File: src/design/lcd_cmd_pkg.sv
`default_nettype none
package lcd_cmd_pkg;
  localparam int BANK_W = 3;
  localparam int COL_W = 7;
  localparam int MEM_DEPTH = 504;
  localparam int ADDR_W = 9;
  localparam logic [2:0] BANK_LAST = 3'h5;
  localparam logic [6:0] COL_LAST = 7'h53;
  localparam int BANK_BYTES = 84;
  // reset values
  localparam logic SLEEP_RST = 1'b1;
  localparam logic COLFIRST_RST = 1'b0;
  localparam logic PAGE_RST = 1'b0;
  localparam logic [1:0] MODE_RST = 2'h0;
  localparam logic [1:0] SLOPE_RST = 2'h0;
  localparam logic [2:0] BIAS_RST = 3'h0;
  localparam logic [6:0] CONTRAST_RST = 7'h00;
  // command field positions
  localparam int FS_SLEEP_BIT = 2;
  localparam int FS_ORDER_BIT = 1;
  localparam int FS_PAGE_BIT = 0;
  localparam int DM_SEG_BIT = 2;
  localparam int DM_POL_BIT = 0;
  // display modes {segment_on, polarity_flip}
  typedef enum logic [1:0] {
    DISP_BLANK = 2'h0,
    DISP_ALL_ON = 2'h1,
    DISP_NORMAL = 2'h2,
    DISP_INVERSE = 2'h3
  } disp_mode_t;
  typedef enum logic [3:0] {
    CMD_IDLE, CMD_FUNC, CMD_DISP, CMD_BANK, CMD_COL,
    CMD_SLOPE, CMD_BIAS, CMD_CONTRAST, CMD_NONE
  } cmd_kind_t;
endpackage
`default_nettype wire

File: src/design/lcd_byte_rx.sv
`default_nettype none
module lcd_byte_rx
  import lcd_cmd_pkg::*;
(
  input wire logic sys_clk,
  input wire logic reset,
  input wire logic shift_clk_s,
  input wire logic serial_in_s,
  input wire logic kind_s,
  input wire logic chip_select_n_s,
  output logic byte_valid,
  output logic [7:0] byte_data,
  output logic byte_is_data
);
  logic sclk_prev_reg;
  logic [2:0] bit_cnt_reg;
  logic [6:0] shift_reg;
  logic rise;
  assign rise = shift_clk_s & ~sclk_prev_reg;

  always_ff @(posedge sys_clk)
  begin
    if (reset)
      sclk_prev_reg <= 1'b1;
    else
      sclk_prev_reg <= shift_clk_s;
  end

  // receiver state
  always_ff @(posedge sys_clk)
  begin
    if (reset || chip_select_n_s)
    begin
      bit_cnt_reg <= 3'h0;
      shift_reg <= 7'h00;
    end
    else if (rise)
    begin
      bit_cnt_reg <= bit_cnt_reg + 3'h1;
      shift_reg <= {shift_reg[5:0], serial_in_s};
    end
  end

  // byte out on eighth edge, kind sampled with it
  always_ff @(posedge sys_clk)
  begin
    if (reset)
    begin
      byte_valid <= 1'b0;
      byte_data <= 8'h00;
      byte_is_data <= 1'b0;
    end
    else
    begin
      byte_valid <= rise && !chip_select_n_s && bit_cnt_reg == 3'h7;
      if (rise && !chip_select_n_s && bit_cnt_reg == 3'h7)
      begin
        byte_data <= {shift_reg, serial_in_s};
        byte_is_data <= kind_s;
      end
    end
  end
endmodule
`default_nettype wire

File: src/design/lcd_link_sync.sv
`default_nettype none
module lcd_link_sync
  import lcd_cmd_pkg::*;
#(
  parameter int WIDTH = 4
)
(
  input wire logic sys_clk,
  input wire logic reset,
  input wire logic [WIDTH-1:0] async_in,
  output logic [WIDTH-1:0] sync_out
);
  logic [WIDTH-1:0] meta_reg;
  // meta_reg feeds only sync_out
  always_ff @(posedge sys_clk)
  begin
    if (reset)
    begin
      meta_reg <= '1;
      sync_out <= '1;
    end
    else
    begin
      meta_reg <= async_in;
      sync_out <= meta_reg;
    end
  end
endmodule
`default_nettype wire

File: src/design/lcd_serial_command_decoder.sv
`default_nettype none
module lcd_serial_command_decoder
  import lcd_cmd_pkg::*;
(
  input wire logic sys_clk,
  input wire logic reset,
  input wire logic hardware_init_n,
  input wire logic shift_clk,
  input wire logic serial_in_line,
  input wire logic data_kind,
  input wire logic chip_select_n,
  output logic sleep_control,
  output logic column_first,
  output logic page_select,
  output lcd_cmd_pkg::disp_mode_t display_mode,
  output logic [lcd_cmd_pkg::BANK_W-1:0] bank_pointer,
  output logic [lcd_cmd_pkg::COL_W-1:0] column_pointer,
  output logic [1:0] thermal_slope,
  output logic [2:0] bias_ratio_code,
  output logic [6:0] contrast_level,
  output logic pump_enable,
  output logic drive_enable,
  output logic mem_write,
  output logic [lcd_cmd_pkg::ADDR_W-1:0] mem_addr,
  output logic [7:0] mem_data
);
  import lcd_cmd_pkg::*;

  ////////////////////////////////////////////////////////////////////
  logic [3:0] pins_s;
  logic init_n_s;
  logic clr;
  logic byte_valid;
  logic [7:0] byte_data;
  logic byte_is_data;
  logic [7:0] pixel_memory [MEM_DEPTH];
  cmd_kind_t cmd;

  lcd_link_sync #(.WIDTH(5)) u_sync (
    .sys_clk(sys_clk),
    .reset(reset),
    .async_in({hardware_init_n, shift_clk, serial_in_line, data_kind, chip_select_n}),
    .sync_out({init_n_s, pins_s})
  );

  // either reset aborts everything in flight except a mem_write already registered, which still reaches pixel memory
  assign clr = reset | ~init_n_s;

  lcd_byte_rx u_rx (
    .sys_clk(sys_clk),
    .reset(clr),
    .shift_clk_s(pins_s[3]),
    .serial_in_s(pins_s[2]),
    .kind_s(pins_s[1]),
    .chip_select_n_s(pins_s[0]),
    .byte_valid(byte_valid),
    .byte_data(byte_data),
    .byte_is_data(byte_is_data)
  );

  ////////////////////////////////////////////////////////////////////
  function automatic cmd_kind_t decode(input logic [7:0] b, input logic page);
    cmd_kind_t k;
    k = CMD_NONE;
    if (b == 8'h00)
      k = CMD_IDLE;
    else if (b[7:3] == 5'h04)
      k = CMD_FUNC;
    else if (!page)
    begin
      if (b[7])
        k = CMD_COL;
      else if (b[7:3] == 5'h08)
        k = CMD_BANK;
      else if (b[7:3] == 5'h01 && !b[1])
        k = CMD_DISP;
    end
    else
    begin
      if (b[7])
        k = CMD_CONTRAST;
      else if (b[7:3] == 5'h02)
        k = CMD_BIAS;
      else if (b[7:2] == 6'h01)
        k = CMD_SLOPE;
    end
    return k;
  endfunction

  assign cmd = decode(byte_data, page_select);

  // configuration registers
  always_ff @(posedge sys_clk)
  begin
    if (clr)
    begin
      sleep_control <= SLEEP_RST;
      column_first <= COLFIRST_RST;
      page_select <= PAGE_RST;
      display_mode <= disp_mode_t'(MODE_RST);
      thermal_slope <= SLOPE_RST;
      bias_ratio_code <= BIAS_RST;
      contrast_level <= CONTRAST_RST;
    end
    else if (byte_valid && !byte_is_data)
    begin
      unique case (cmd)
        CMD_FUNC:
        begin
          sleep_control <= byte_data[FS_SLEEP_BIT];
          column_first <= byte_data[FS_ORDER_BIT];
          page_select <= byte_data[FS_PAGE_BIT];
        end
        CMD_DISP:
          display_mode <= disp_mode_t'({byte_data[DM_SEG_BIT], byte_data[DM_POL_BIT]});
        CMD_SLOPE:
          thermal_slope <= byte_data[1:0];
        CMD_BIAS:
          bias_ratio_code <= byte_data[2:0];
        CMD_CONTRAST:
          contrast_level <= byte_data[6:0];
        default:
        begin
        end
      endcase
    end
  end

  ////////////////////////////////////////////////////////////////////
  // address counter
  always_ff @(posedge sys_clk)
  begin
    if (clr)
    begin
      bank_pointer <= '0;
      column_pointer <= '0;
    end
    else if (byte_valid && byte_is_data)
    begin
      if (column_pointer == COL_LAST && bank_pointer == BANK_LAST)
      begin
        bank_pointer <= '0;
        column_pointer <= '0;
      end
      else if (column_first)
      begin
        if (bank_pointer == BANK_LAST)
        begin
          bank_pointer <= '0;
          column_pointer <= column_pointer + 7'h01;
        end
        else
          bank_pointer <= bank_pointer + 3'h1;
      end
      else if (column_pointer == COL_LAST)
      begin
        column_pointer <= '0;
        bank_pointer <= bank_pointer + 3'h1;
      end
      else
        column_pointer <= column_pointer + 7'h01;
    end
    else if (byte_valid && cmd == CMD_BANK)
      bank_pointer <= byte_data[2:0];
    else if (byte_valid && cmd == CMD_COL)
      column_pointer <= byte_data[6:0];
  end

  // out-of-range pointers are host misuse; the write is dropped only when the truncated 9-bit mem_addr is 504 or more
  always_ff @(posedge sys_clk)
  begin
    if (clr)
    begin
      mem_write <= 1'b0;
      mem_addr <= '0;
      mem_data <= 8'h00;
    end
    else
    begin
      mem_write <= byte_valid && byte_is_data;
      mem_addr <= ADDR_W'(int'(bank_pointer) * BANK_BYTES + int'(column_pointer));
      if (byte_valid && byte_is_data)
        mem_data <= byte_data;
    end
  end

  // pixel memory has no reset: contents stay undefined
  always_ff @(posedge sys_clk)
  begin
    if (mem_write && int'(mem_addr) < MEM_DEPTH)
      pixel_memory[mem_addr] <= mem_data;
  end

  // analog enables
  always_ff @(posedge sys_clk)
  begin
    if (clr)
    begin
      pump_enable <= 1'b0;
      drive_enable <= 1'b0;
    end
    else
    begin
      pump_enable <= !sleep_control && contrast_level != 7'h00;
      drive_enable <= !sleep_control;
    end
  end

  ////////////////////////////////////////////////////////////////////
  chk_cfg_reset: assert property (@(posedge sys_clk) clr |=> sleep_control && !page_select
    && contrast_level == 7'h00 && bank_pointer == 3'h0)
    else $error("reset values wrong");
  chk_data_write: assert property (@(posedge sys_clk) disable iff (clr)
    byte_valid && byte_is_data |=> mem_write && mem_data == $past(byte_data))
    else $error("data byte not written");
  chk_cmd_no_write: assert property (@(posedge sys_clk) disable iff (clr)
    byte_valid && !byte_is_data |=> !mem_write)
    else $error("command reached memory");
  chk_func_set: assert property (@(posedge sys_clk) disable iff (clr)
    byte_valid && !byte_is_data && byte_data[7:3] == 5'h04
    |=> sleep_control == $past(byte_data[2]) && page_select == $past(byte_data[0]))
    else $error("function set not applied");
  chk_page_guard: assert property (@(posedge sys_clk) disable iff (clr)
    byte_valid && !byte_is_data && page_select && byte_data[7:3] == 5'h08
    |=> $stable(bank_pointer))
    else $error("page 0 command ran on page 1");
  chk_row_wrap: assert property (@(posedge sys_clk) disable iff (clr)
    byte_valid && byte_is_data && !column_first && column_pointer == 7'h53
    && bank_pointer != 3'h5 |=> column_pointer == 7'h00
    && bank_pointer == $past(bank_pointer) + 3'h1)
    else $error("row wrap wrong");
  chk_col_wrap: assert property (@(posedge sys_clk) disable iff (clr)
    byte_valid && byte_is_data && column_first && bank_pointer == 3'h5
    && column_pointer != 7'h53 |=> bank_pointer == 3'h0)
    else $error("bank wrap wrong");
  chk_full_wrap: assert property (@(posedge sys_clk) disable iff (clr)
    byte_valid && byte_is_data && column_pointer == 7'h53 && bank_pointer == 3'h5
    |=> column_pointer == 7'h00 && bank_pointer == 3'h0)
    else $error("full wrap wrong");
  chk_pump_off: assert property (@(posedge sys_clk) disable iff (clr)
    contrast_level == 7'h00 |=> !pump_enable)
    else $error("pump on at zero contrast");
  chk_idle_cmd: assert property (@(posedge sys_clk) disable iff (clr)
    byte_valid && !byte_is_data && byte_data == 8'h00
    |=> $stable(contrast_level) && $stable(display_mode) && $stable(sleep_control))
    else $error("idle command changed state");
  cov_data: cover property (@(posedge sys_clk) mem_write);
  cov_inverse: cover property (@(posedge sys_clk) display_mode == DISP_INVERSE);
  cov_wrap: cover property (@(posedge sys_clk) byte_valid && byte_is_data
    && column_pointer == 7'h53 && bank_pointer == 3'h5);
  cov_contrast: cover property (@(posedge sys_clk) pump_enable);
endmodule
`default_nettype wire

File: config.mk
export PLATFORM = sky130hd
export DESIGN_NAME = lcd_serial_command_decoder
export DESIGN_NICKNAME = d
export VERILOG_FILES = /design/src/design/lcd_cmd_pkg.sv /design/src/design/lcd_byte_rx.sv /design/src/design/lcd_link_sync.sv /design/src/design/lcd_serial_command_decoder.sv
export SDC_FILE = /design/constraint.sdc
export NUM_CORES = 1
export LEC_CHECK = 0
export ABC_CLOCK_PERIOD_IN_PS = 2300
export CORE_MARGIN = 2
export CORE_UTILIZATION = 40
export CTS_CLUSTER_DIAMETER = 60
export DETAILED_ROUTE_END_ITERATION = 10
export DONT_BUFFER_PORTS = 1
export GPL_TIMING_DRIVEN = 0
export PLACE_DENSITY_LB_ADDON = 0.1
export SLEW_MARGIN = 10
export SYNTH_ARGS = -nofsm -noshare
export SYNTH_HDL_FRONTEND = slang
export SYNTH_SLANG_ARGS = --single-unit
File: constraint.sdc
create_clock -name sys_clk -period 2.3 [get_ports sys_clk]
set_input_delay 0.115 -clock sys_clk [delete_from_list [all_inputs] [get_ports sys_clk]]
set_output_delay 0.115 -clock sys_clk [all_outputs]
set_load 0.05 [all_outputs]
==> metrics <==
fmax 468.1 MHz; clock insertion delay at the later pin of the skew report 350 ps; cell depth of the worst flop-to-flop path 7; max FFs per register 9; PnR worst setup slack 163.9 ps; initial DRC count 77; Synth Cell Area 0.003363 mm^2; min Tclk post-route 2136 ps; clock-pin slew on the worst setup and hold paths 80 ps; clock root cell clkbuf_8; number of distinct library cells after synthesis 47; slew margin rel. 50.11%; Final Hold Viols 0; P&R area growth vs syn 14.99%; Synth Area in Simple Gates 23.25%; grt total ovfl 0; Avg WL per Cell 15.16 um; main combinational cell family by area after synthesis simple AND/OR/NAND/NOR gates; final setup vio count 0; worst-margin pin slew 747.3 ps; syn nets 396; largest net degree at the start of global routing 14; flop-to-flop setup slack 160 ps; clk sinks 78; DP Area 0.003495 mm^2; Die Y 95.70 um; share of the synthesized area in the top cell type 46.43%; largest area contributor in the netlist dfxtp_1; fraction of registers with async set/reset 0%; Core Rows 33; Antenna Cells 0; WHS Path Cells 2; main area contributors after synthesis dfxtp_1 46%, nand2_1 7.6%, mux2i_1 5.4%; cell area after layout 0.003867 mm^2; Yosys reg bits 78; gpl congestion 0.8126; crit-path max FO 7; setup TNS 0 ps; WHS 38.52 ps; gr usage total 17.75%; Clock Tree Buf Depth 2; final worst-path cycle share 92.88%; io pins 54; Final nets 414; Synth Flop Type dfxtp_1; WP data required 2510 ps; Pins Over Slew Limit 0; clock buffer count from CTS 9; first-pass GRT wire length 12340 um; Filler cells 800; Max IR drop VDD 0.3139 mV; compound-gate portion of the synthesized area 13.39%; critical path data arrival time 2340 ps; outcome completed; Critical R2R Launch column_pointer[0]; biggest regs mem_addr x9, mem_data x8, u_rx.byte_data x8; Worst setup SP type flip-flop; I/O Buffers 0; Largest Register mem_addr; core area 0.008175 mm^2; Crit. End Element flip-flop; Worst Hold Class input port to flip-flop; drt drc 0; H-tree depth 3; vias per cell 5.088; crit path from column_pointer[0]; Leak 1.420 nW; routed vias 2554; Syn Area/Cell 8.993 um^2; Post-synth EDFFs 0; register area share after synthesis 46.43%; final WL 7611 um; R2R Path End column_pointer[4]; Die ar. 0.009158 mm^2; RSZ-0062 raised after global routing no; antenna violations before repair 0; ratio of cells with drive above 1 in the final layout 13.10%; final core utilization 47.31%; Pwr per Cell Area 714.7 mW/mm^2; post-route ant nets 0; vias in the first global route 2448; initial core utilization 41.14%; cells after synthesis 374; Die W 95.70 um; TritonCTS clock tree done; crit path to column_pointer[4]; router iterations before antenna repair 6; Yosys Warn Count 0; mux contribution to synthesized area 5.357%; Clock Skew 12.33 ps; Placement Setup Slack -274.5 ps; Synth Area in Adders 5.804%; DP HPWL 5257 um; crit path kind flip-flop to flip-flop; max cap viols 0; XOR/XNOR Fraction of Synth Area 1.823%
## per-layer routing
layer  track usage, %  part of all wire, %  up-vias
met5                0                    0        -
met4            5.952                  1.1        0
li1                 -                    -     1311
met3            4.699                  4.6        5
met2            27.80                   48       46
met1            23.77                   47     1192
## cell usage after synthesis, types with 4 or more instances
cell type / n
a21oi_1: 31
and2_1: 5
clkbuf_1: 14
dfxtp_1: 78
ha_1: 14
inv_1: 7
mux2i_1: 18
nand2_1: 68
nand2b_1: 4
nand3_1: 10
nor2_1: 29
nor2b_1: 8
nor3_1: 8
o21ai_0: 5
o21ai_1: 8
o311a_1: 4
or2_2: 10
xnor2_1: 5
## worst max-delay path: stages (launching register included)
cell      delay [ps]
dfxtp_2          560
ha_1             260
nor4bb_2         270
nand3_1          220
a21oi_1          360
nor3_1           100
a21oi_1          130
a211oi_1          90
## power breakdown
| group | switching (mW) | internal, mW | total, mW |
|---|---|---|---|
| sequential | 0.00257 | 1.35 | 1.35 |
| clock | 0.500 | 0.858 | 1.36 |
| combinational | 0.0333 | 0.0183 | 0.0516 |
| total | 0.536 | 2.23 | 2.76 |
## final cells by class
class / instances / area (um^2) / share of cell area [%]
multi-input cells: 267 / 1675 / 43.32
flip-flops and latches: 78 / 1585 / 40.99
clock buffers: 10 / 137.6 / 3.559
clock inverters: 6 / 132.6 / 3.429
well taps: 105 / 131.4 / 3.397
plain buffers: 22 / 106.4 / 2.750
repair buffers: 7 / 72.57 / 1.876
inverters: 7 / 26.28 / 0.6794
## placed cells by master, fill, tap and decap left out, drive strengths merged, types with 3 or more instances in the layout
master       instances
nor3                 9
o211ai               5
o311a                4
and2                 5
nor3b                3
ha                  14
nor2b                8
buf                  8
inv                  7
o21ai               16
nand2b               4
nor4                 3
dfxtp               78
a21oi               32
mux2i               18
xnor2                5
nand2               68
nor2                29
dlygate4sd3          6
bufinv               4
nand3               10
or2                 10
a211oi               4
clkbuf              24
## worst min path at each step
stage / slack, ps / endpoint / start
after floorplan: 220 / u_sync.meta_reg[0] / chip_select_n
after global placement: 220 / u_sync.meta_reg[2] / serial_in_line
after detailed placement: 220 / u_sync.meta_reg[3] / shift_clk
after CTS: 30 / mem_write / reset
after global routing: 40 / mem_write / reset
final: 40 / mem_write / reset
## kinds of logic after synthesis
| family | after synthesis |
|---|---|
| buf+inv | 29 |
| simple gates | 158 |
| xor+xnor | 7 |
| flops | 78 |
| mux | 18 |
| fa+ha+maj | 15 |
| compound gates | 69 |
## repair_timing
action	CTS	global route
endpoints found under the hold margin	6	0
setup endpoints to repair	10	9
pin swaps	0	0
resized for setup	9	7
buffers inserted	0	1
hold buffers	6	0
## stage by stage
step	instances	total power [mW]
after floorplan	374	1.422
after global placement	479	1.437
after detailed placement	479	1.438
after CTS	501	2.802
after global routing	502	2.866
final	502	2.764
No activity file was read; power rests on OpenSTA's default activity.
